==> src/common/odl_pkg.sv <==
// Package for the output driver and signal-loss configuration registers
package odl_pkg;
  // ****************************************
  // Register map
  // ****************************************
  localparam logic [11:0] ADDR_DRIVER = 12'h001;
  localparam logic [11:0] ADDR_TOP = 12'h002;
  localparam logic [15:0] RST_DRIVER = 16'h0348;
  localparam logic [15:0] RST_TOP = 16'h0000;
  localparam logic [15:0] MASK_DRIVER = 16'h03ff;
  localparam logic [15:0] MASK_TOP = 16'h01fc;
  // ****************************************
  // Field positions
  // ****************************************
  localparam int SWING1_BIT = 9;
  localparam int SWING0_BIT = 8;
  localparam int BOOST1_LSB = 5;
  localparam int BOOST0_LSB = 2;
  localparam int DEEN1_BIT = 1;
  localparam int DEEN0_BIT = 0;
  localparam int THR_LSB = 7;
  localparam int METH_LSB = 5;
  localparam int MUTE_BIT = 4;
  localparam int PWDN_BIT = 3;
  localparam int SDOZ_BIT = 2;
  // ****************************************
  // Detector methods and SPI framing
  // ****************************************
  localparam logic [1:0] METH_EDGE = 2'h0;
  localparam logic [1:0] METH_STRENGTH = 2'h1;
  localparam logic [1:0] METH_DUAL = 2'h2;
  localparam logic [5:0] CMD_BITS = 6'h10;
  localparam logic [5:0] FRAME_BITS = 6'h20;
  // ****************************************
  // Output settings carrier
  // ****************************************
  typedef struct packed {
    logic swing_low_second;
    logic swing_low_first;
    logic [2:0] boost_second;
    logic [2:0] boost_first;
    logic deemph_en_second;
    logic deemph_en_first;
  } odl_drv_s;
  typedef struct packed {
    logic [1:0] los_threshold;
    logic [1:0] los_method;
    logic los_mute_en;
    logic power_down;
    logic sdo_tristate_en;
  } odl_top_s;
endpackage : odl_pkg

==> src/verilog/odl_regs.sv <==
// Driver and signal-loss configuration registers behind the SPI host port
`timescale 1ns/1ps
// How it works
// - Bit 9 sets second output swing, reset 1
// - Bit 8 sets first output swing, reset 1
// - Bits 7:5 second output boost, reset 2
// - Bits 4:2 first output boost, reset 2
// - Bit 1 enables second output de-emphasis
// - Bit 0 enables first output de-emphasis
// - Top bits 8:7 set loss threshold
// - Top bits 6:5 pick loss detector
// - Top bit 4 mutes output on loss
// - Top bit 3 powers the chip down
// - Top bit 2 floats SDO when deselected
module odl_regs (
  input wire logic CLK_I,
  input wire logic RST_N_I,
  input wire logic SCLK_EN_I,
  input wire logic CS_N_I,
  input wire logic SDI_I,
  output logic SDO_O,
  output logic SDO_OE_N_O,
  input wire logic LOS_EDGE_I,
  input wire logic LOS_STRENGTH_I,
  output logic SIGNAL_LOSS_FLAG_O,
  output logic OUTPUT_MUTE_O,
  output logic POWER_DOWN_O,
  output odl_pkg::odl_drv_s DRV_CFG_O,
  output logic [1:0] LOS_THRESHOLD_O
);
  // ****************************************
  // SPI shifter: 16-bit command then 16-bit data
  // Command: bit15 read, bits 11:0 address
  // ****************************************
  logic [5:0] cnt_r;
  logic [5:0] cnt_nxt;
  logic [15:0] cmd_r;
  logic [15:0] cmd_nxt;
  logic [15:0] shin_r;
  logic [15:0] shin_nxt;
  logic [15:0] shout_r;
  logic [15:0] shout_nxt;
  logic [15:0] driver_r;
  logic [15:0] driver_nxt;
  logic [15:0] top_r;
  logic [15:0] top_nxt;
  logic [15:0] rdata;
  logic [15:0] wdata;
  logic sdo_r;
  logic sdo_nxt;
  logic los_r;
  logic los_nxt;
  logic bit_pulse;
  logic wr_last;
  odl_pkg::odl_top_s top_cfg;

  // ****************************************
  // Frame phase
  // ****************************************
  typedef enum logic [3:0] {
    PH_IDLE = 4'b0001,
    PH_CMD = 4'b0010,
    PH_DATA = 4'b0100,
    PH_DONE = 4'b1000
  } odl_phase_e;

  odl_phase_e phase_r;
  odl_phase_e phase_nxt;

  // ****************************************
  // Shared decoders
  // ****************************************
  function automatic logic addr_hit(input logic [15:0] cmd, input logic [11:0] addr);
    addr_hit = (cmd[11:0] == addr);
  endfunction : addr_hit

  function automatic logic is_write(input logic [15:0] cmd);
    is_write = !cmd[15];
  endfunction : is_write

  function automatic logic at_bit(input logic [5:0] cnt, input logic [5:0] pos);
    at_bit = (cnt == pos);
  endfunction : at_bit

  function automatic logic los_pick(input logic [1:0] method, input logic edge_loss, input logic level_loss);
    los_pick = edge_loss;
    case (method)
      odl_pkg::METH_EDGE: los_pick = edge_loss;
      odl_pkg::METH_STRENGTH: los_pick = level_loss;
      odl_pkg::METH_DUAL: los_pick = edge_loss || level_loss;
      default: los_pick = edge_loss;
    endcase
  endfunction : los_pick

  assign bit_pulse = !CS_N_I && SCLK_EN_I;

  // ****************************************
  // Phase machine, deselect always returns idle
  // ****************************************
  always_comb begin
    phase_nxt = phase_r;
    case (phase_r)
      PH_IDLE: begin
        if (!CS_N_I) begin
          phase_nxt = PH_CMD;
        end
      end
      PH_CMD: begin
        if (CS_N_I) begin
          phase_nxt = PH_IDLE;
        end else if (SCLK_EN_I && at_bit(cnt_r, odl_pkg::CMD_BITS - 6'h01)) begin
          phase_nxt = PH_DATA;
        end
      end
      PH_DATA: begin
        if (CS_N_I) begin
          phase_nxt = PH_IDLE;
        end else if (SCLK_EN_I && at_bit(cnt_r, odl_pkg::FRAME_BITS - 6'h01)) begin
          phase_nxt = PH_DONE;
        end
      end
      PH_DONE: begin
        if (CS_N_I) begin
          phase_nxt = PH_IDLE;
        end
      end
      default: begin
        phase_nxt = PH_IDLE;
      end
    endcase
  end

  always_ff @(posedge CLK_I) begin
    if (!RST_N_I) begin
      phase_r <= PH_IDLE;
    end else begin
      phase_r <= phase_nxt;
    end
  end

  // ****************************************
  // Bit counter, cleared while deselected
  // ****************************************
  always_comb begin
    cnt_nxt = cnt_r;
    if (CS_N_I) begin
      cnt_nxt = 6'h00;
    end else if (SCLK_EN_I && !at_bit(cnt_r, odl_pkg::FRAME_BITS)) begin
      cnt_nxt = cnt_r + 6'h01;
    end
  end

  always_ff @(posedge CLK_I) begin
    if (!RST_N_I) begin
      cnt_r <= 6'h00;
    end else begin
      cnt_r <= cnt_nxt;
    end
  end

  // ****************************************
  // Serial input and command capture
  // ****************************************
  always_comb begin
    shin_nxt = shin_r;
    cmd_nxt = cmd_r;
    if (bit_pulse) begin
      shin_nxt = {shin_r[14:0], SDI_I};
      if (at_bit(cnt_r, odl_pkg::CMD_BITS - 6'h01)) begin
        cmd_nxt = {shin_r[14:0], SDI_I};
      end
    end
  end

  always_ff @(posedge CLK_I) begin
    if (!RST_N_I) begin
      shin_r <= 16'h0000;
    end else begin
      shin_r <= shin_nxt;
    end
  end

  always_ff @(posedge CLK_I) begin
    if (!RST_N_I) begin
      cmd_r <= 16'h0000;
    end else begin
      cmd_r <= cmd_nxt;
    end
  end

  // ****************************************
  // Read data and serial output
  // ****************************************
  always_comb begin
    rdata = 16'h0000;
    if (addr_hit(cmd_r, odl_pkg::ADDR_DRIVER)) begin
      rdata = driver_r;
    end else if (addr_hit(cmd_r, odl_pkg::ADDR_TOP)) begin
      rdata = top_r;
    end
  end

  always_comb begin
    shout_nxt = shout_r;
    sdo_nxt = sdo_r;
    if (bit_pulse) begin
      if (at_bit(cnt_r, odl_pkg::CMD_BITS)) begin
        shout_nxt = {rdata[14:0], 1'b0};
        sdo_nxt = rdata[15];
      end else begin
        shout_nxt = {shout_r[14:0], 1'b0};
        sdo_nxt = shout_r[15];
      end
    end
  end

  always_ff @(posedge CLK_I) begin
    if (!RST_N_I) begin
      shout_r <= 16'h0000;
    end else begin
      shout_r <= shout_nxt;
    end
  end

  always_ff @(posedge CLK_I) begin
    if (!RST_N_I) begin
      sdo_r <= 1'b0;
    end else begin
      sdo_r <= sdo_nxt;
    end
  end

  // ****************************************
  // Register writes at the last data bit
  // ****************************************
  assign wdata = {shin_r[14:0], SDI_I};
  assign wr_last = bit_pulse && phase_r == PH_DATA
    && at_bit(cnt_r, odl_pkg::FRAME_BITS - 6'h01) && is_write(cmd_r);

  always_comb begin
    driver_nxt = driver_r;
    if (wr_last && addr_hit(cmd_r, odl_pkg::ADDR_DRIVER)) begin
      driver_nxt = wdata & odl_pkg::MASK_DRIVER;
    end
  end

  always_comb begin
    top_nxt = top_r;
    if (wr_last && addr_hit(cmd_r, odl_pkg::ADDR_TOP)) begin
      top_nxt = wdata & odl_pkg::MASK_TOP;
    end
  end

  // ****************************************
  // Register state
  // ****************************************
  always_ff @(posedge CLK_I) begin
    if (!RST_N_I) begin
      driver_r <= odl_pkg::RST_DRIVER;
    end else begin
      driver_r <= driver_nxt;
    end
  end

  always_ff @(posedge CLK_I) begin
    if (!RST_N_I) begin
      top_r <= odl_pkg::RST_TOP;
    end else begin
      top_r <= top_nxt;
    end
  end

  // ****************************************
  // Field outputs
  // ****************************************
  assign top_cfg = top_r[odl_pkg::THR_LSB + 1:odl_pkg::SDOZ_BIT];
  assign DRV_CFG_O.swing_low_second = driver_r[odl_pkg::SWING1_BIT];
  assign DRV_CFG_O.swing_low_first = driver_r[odl_pkg::SWING0_BIT];
  assign DRV_CFG_O.boost_second = driver_r[odl_pkg::BOOST1_LSB +: 3];
  assign DRV_CFG_O.boost_first = driver_r[odl_pkg::BOOST0_LSB +: 3];
  assign DRV_CFG_O.deemph_en_second = driver_r[odl_pkg::DEEN1_BIT];
  assign DRV_CFG_O.deemph_en_first = driver_r[odl_pkg::DEEN0_BIT];
  assign LOS_THRESHOLD_O = top_cfg.los_threshold;
  assign POWER_DOWN_O = top_cfg.power_down;

  // ****************************************
  // Signal-loss selection and mute
  // ****************************************
  assign los_nxt = los_pick(top_cfg.los_method, LOS_EDGE_I, LOS_STRENGTH_I);

  always_ff @(posedge CLK_I) begin
    if (!RST_N_I) begin
      los_r <= 1'b0;
    end else begin
      los_r <= los_nxt;
    end
  end

  assign SIGNAL_LOSS_FLAG_O = los_r;
  assign OUTPUT_MUTE_O = los_r && top_cfg.los_mute_en;
  assign SDO_O = sdo_r;
  assign SDO_OE_N_O = CS_N_I && top_cfg.sdo_tristate_en;
endmodule : odl_regs
==> config.mk <==
export PLATFORM = sky130hd
export DESIGN_NAME = odl_regs
export DESIGN_NICKNAME = d
export VERILOG_FILES = /design/src/common/odl_pkg.sv /design/src/verilog/odl_regs.sv
export SDC_FILE = /design/constraint.sdc
export NUM_CORES = 1
export LEC_CHECK = 0
export ABC_CLOCK_PERIOD_IN_PS = 2670
export BUFFER_PORTS_ARGS = -buffer_cell sky130_fd_sc_hd__buf_2
export CAP_MARGIN = 0
export CORE_MARGIN = 2
export CORE_UTILIZATION = 35
export CTS_CLUSTER_SIZE = 12
export DETAILED_ROUTE_END_ITERATION = 10
export PLACE_DENSITY_LB_ADDON = 0.12
export REMOVE_ABC_BUFFERS = 1
export SYNTH_ARGS = -nofsm -noshare
export SYNTH_HDL_FRONTEND = slang
export SYNTH_SLANG_ARGS = --single-unit
export TNS_END_PERCENT = 5
==> constraint.sdc <==
create_clock -name CLK_I -period 2.67 [get_ports CLK_I]
set_input_delay 0.4005 -clock CLK_I [delete_from_list [all_inputs] [get_ports CLK_I]]
set_output_delay 0.4005 -clock CLK_I [all_outputs]
set_load 0.02 [all_outputs]
Word-level counts from Yosys, hierarchy flattened. Cells that the tools add are included.

Bits in registers: 76. Latch bits: 0. Bits in writable memories: 0. Bits in read-only memories: 0. Input bits: 7. Output and inout port bits: 17. Logic and storage cells: 57. Memories: 0.

$add $sub $neg: 1. Multipliers: 0. Div/mod/pow operators: 0. Magnitude comparators: 0. Equality and inequality tests: 16. Shifts and indexed selects: 0. Mux-type cells: 12. Bitwise operators: 1. Reduce and logical (&&, ||, !) cells: 18.

Operator list (number): 4-bit two-way mux (6); 16-bit two-way mux (1); 4-bit one-hot mux with 4 select lines (1); 12-bit by 1-bit equality test with 1-bit output (second input constant) (1); 12-bit by 2-bit equality test with 1-bit output (second input constant) (1); 6-bit by 5-bit equality test with 1-bit output (second input constant) (2); 1-bit logical AND (11); 10-bit two-way mux (1); 9-bit two-way mux (1); 6-bit by 1-bit adder with 6-bit output (second input constant) (1); 6-bit by 4-bit equality test with 1-bit output (second input constant) (1); 6-bit equality test (second input constant) (1); 3-bit != test (second input constant) (2); 4-bit by 1-bit equality test with 1-bit output (second input constant) (1); 4-bit by 2-bit equality test with 1-bit output (second input constant) (1); 4-bit by 3-bit equality test with 1-bit output (second input constant) (1); 4-bit equality test (second input constant) (1); 2-bit != test (second input constant) (2); 4-bit AND reduction (1); 1-bit zero test (3); 2-bit by 1-bit equality test with 1-bit output (second input constant) (1); 2-bit equality test (second input constant) (1); 1-bit one-hot mux with 2 select lines (1); 2-bit AND reduction (1); other kinds (4) (4).

Logic depth before layout (Yosys ltp).
Depth in word-level cells: 6. Mapped depth: 8.

Worst setup path before layout. Ideal clock, no wire load.

Path type: reg2reg. From: reg cmd_r[8]. To: reg driver_r[2]. Setup time: 0.072 ns. Arrival time: 1.832 ns. Required time: 2.598 ns. Slack: 0.766 ns. Cell stages (with the launch flop): 6. Path buffers: 1. Period minus slack after synthesis: 1.904 ns. Path through: dfxtp_1 > or4_4 > or4_4 > buf_6 > nor2_8 > mux2i_1.

Longest elaborated chain between the ends: 2.

Ends and longest elaborated chain: start, declared (line odl_regs.sv:37) `logic [15:0] cmd_r;`; start signal, assigned (line odl_regs.sv:187) `cmd_r <= cmd_nxt;`; 12-bit by 1-bit equality test with 1-bit output (line odl_regs.sv:74) `addr_hit = (cmd[11:0] == addr);`; 1-bit logical AND (line odl_regs.sv:242) `if (wr_last && addr_hit(cmd_r, odl_pkg::ADDR_DRIVER)) begin`; end signal, assigned (line odl_regs.sv:259) `driver_r <= odl_pkg::RST_DRIVER;`; end signal, assigned (line odl_regs.sv:261) `driver_r <= driver_nxt;`; end, declared (line odl_regs.sv:43) `logic [15:0] driver_r;`.

No other way between the ends. A chain may end at the register's enable or synchronous reset.

Worst setup path after layout.
From: reg cnt_r[0]. To: reg shout_r[9].

Longest elaborated chain between the ends: 2.

Ends and longest elaborated chain: start, declared (line odl_regs.sv:35) `logic [5:0] cnt_r;`; start signal, assigned (line odl_regs.sv:157) `cnt_r <= cnt_nxt;`; 6-bit by 5-bit equality test with 1-bit output (line odl_regs.sv:82) `at_bit = (cnt == pos);`; 16-bit two-way mux (line odl_regs.sv:207) `if (at_bit(cnt_r, odl_pkg::CMD_BITS)) begin`; end signal, assigned (line odl_regs.sv:221) `shout_r <= shout_nxt;`; end, declared (line odl_regs.sv:41) `logic [15:0] shout_r;`.

No other way between the ends.

==> results.cfg <==
[global_route]
grt_max_degree = 38
grt_pass1_wl_um = 11940
grt_pass1_vias = 2326
grt.total_usage = 0.1530
grt_remaining_overflow = 0
antenna_found_initial = 0

[synthesis]
postSynthAreaPerCell_um2 = 8.690
synth-edff-count = 0
ys_warn_count = 0
synthXorXnorAreaFrac = 0.01108
synth_fa_ha_area_frac = 0.01582
synth.top_cell.area_share = 0.4557
synth_top_family_by_area = simple AND/OR/NAND/NOR gates
postSynth.asyncResetShare = 0
seq_area_frac_synth = 0.4557
synth-seq-cells = 72
synthFlopType = dfxtp_1
synth_area_um2 = 3163
synthSimpleGateAreaFrac = 0.2468
syn_inst = 364
synthDistinctLibCells = 45
synth_top_cell_by_area = dfxtp_1
synth-compound-area-share = 0.1460
synthMuxAreaShare = 0.07911
synth_area_leaders = dfxtp_1 46%, mux2i_1 7.9%, nand2_1 7.7%

[placement]
port_buffers = 23
preCtsSetupSlack_ns = 0.5449
place_hpwl_um = 4775
gp_congestion = 0.7118

[worst_setup_path]
worstPathArrival_ns = 2.35
path_cells = inv_1, ha_1, or3b_2, nand2b_1, a221oi_1, a211oi_2
path_max_fanout = 15
critPathBufInv = 1
crit_type = reg2reg
slowest_stage = or3b_2
worstPathRequired_ns = 2.89
r2r_slack_ns = 0.55
cpPeakStageDelay_ns = 0.48
setup.worst_path.end_class = flip-flop
setup.worst_path.start_class = flip-flop
crit_family = simple AND/OR/NAND/NOR gates

[layout]
nFillCells = 884
multi_input_area_um2 = 1589
layout.nets = 393
final_cell_mix = 72 x dfxtp_1, 65 x nand2_1, 37 x a21oi_1
regArea_um2 = 1441
mostFrequentLayoutCell = dfxtp_1
drive_gt1_frac = 0.1580
antenna_cells = 0
finish.utilization = 0.4105
syn2layout_area_growth_pct = 13.73

[detailed_routing]
dr.pass1.iters = 4
drt-wirelength-per-cell_um = 14.44
vias = 2536
via_per_inst = 5.134
drc = 0
dr.first_iter.drc_count = 99
routed_wl_um = 7131
final_antenna_net_count = 0

[sta]
setup_tns_ns = 0
fin_skew_ns = 0.01048
finalCritPeriodShare = 0.7949
slew_violations = 0
timing.final.ws_setup_ns = 0.5476
timing.fmax_ghz = 0.4712
hold_viol_final = 0
slew_headroom = 0.5460
worst_slew_pin_slew_ns = 0.6810
rsz0062_at_grt = no
period_minus_slack_ns = 2.122
setup_violations = 0

[power_and_ir_drop]
powerDensity_nw_per_um2 = 596.7
p_leak_nw = 1.255
total_power_mw = 2.147
ir_drop_mv = 0.2401

[outcome]
status = completed

[floorplan]
fp.coreArea_um2 = 8763
initial_core_util = 0.3609
die_h_um = 99.07
num_rows = 34
pin_count = 24
die_area_um2 = 9814
die_w_um = 99.07

[clock_tree]
cts.htree.levels = 3
cts_root_buf = clkbuf_8
cts_hold_buf = 0
clock_latency_ns = 0.34
cts_tree = yes
cts_resized = 0
cts_inserted_buffers = 9
clock_sinks = 72
cts_setup_buffers = 0
clk_path_buf_depth = 2
clkTransAtPathRegs_ns = 0.08

[hold_path]
hold_class = in2reg

[run]
cap_violations = 0
[cell usage after synthesis, types with 2 or more instances]
master / instances
or4_4: 3
mux2i_1: 25
nand3_1: 10
ha_1: 4
nor3_1: 12
nor2_1: 20
clkbuf_1: 19
buf_4: 4
nand2_1: 65
o211ai_1: 2
nand3b_1: 2
or3b_2: 2
nor4_4: 2
or3_1: 3
nand4_1: 3
nand2b_1: 10
o21ai_1: 7
a211oi_1: 7
and2_1: 3
inv_1: 6
dfxtp_1: 72
a221oi_1: 7
xnor2_1: 2
and4_1: 2
nor2b_1: 4
a21oi_1: 37
o21ai_0: 12
xor2_1: 2
[stage by stage]
stage               instance area [um^2]  hold WS (ns)  cells
floorplan                           3042        0.4321    338
detailed placement                  3378        0.4426    479
global route                        3597        0.3198    494
CTS                                 3597        0.3037    494
finish                              3597        0.3150    494
global placement                    3378        0.4377    479
[worst paths after layout]
| path | from | endpoint | cells after the start |
|---|---|---|---|
| worst min register to register | shin_r[12] | shin_r[13] | 2 |
| worst max register to register | cnt_r[0] | shout_r[9] | 6 |
| worst min-delay path | LOS_EDGE_I | SIGNAL_LOSS_FLAG_O | 3 |
| worst max-delay path | cnt_r[0] | shout_r[9] | 6 |
[per-layer routing]
metal / wire length, um / track usage / vias up / part of all wire
li1: - / - / 1304 / -
met1: 3622 / 0.2114 / 1182 / 0.51
met2: 3158 / 0.2302 / 42 / 0.44
met3: 264 / 0.04539 / 8 / 0.037
met4: 86 / 0.04742 / 0 / 0.012
met5: 0 / 0 / - / 0
[area by class of cell]
| type | instances | share of cell area |
|---|---|---|
| clock buffers | 10 | 0.03826 |
| multi-input cells | 260 | 0.4417 |
| well taps | 108 | 0.03757 |
| repair buffers | 33 | 0.05287 |
| clock inverters | 5 | 0.02261 |
| inverters | 6 | 0.006261 |
| flip-flops and latches | 72 | 0.4007 |
[state kept, by name, summed over array words and instances, names as in the netlist]
signal	count
shin_r	15
shout_r	15
cmd_r	13
driver_r	10
top_r	7
cnt_r	6
phase_r	4
SDO_O	1
SIGNAL_LOSS_FLAG_O	1
[tightest hold or removal path, cell delays in order]
cell	delay, ns
buf_2	0.09
o21ai_0	0.06
a21oi_1	0.06
[report_power, final]
part	internal (mW)	total (mW)	switching, mW
clock	0.546	0.947	0.401
sequential	1.09	1.10	0.0162
combinational	0.0332	0.0951	0.0619
total	1.67	2.15	0.479
[cell families after synthesis]
family	count (synthesis)
AOI/OAI and AO/OA	78
DFF	72
adders and majority gates	4
and+or+nand+nor	149
xor gates and xnor gates	4
buffers and inverters	32
muxes	25
(Power assumes the default switching activity.)
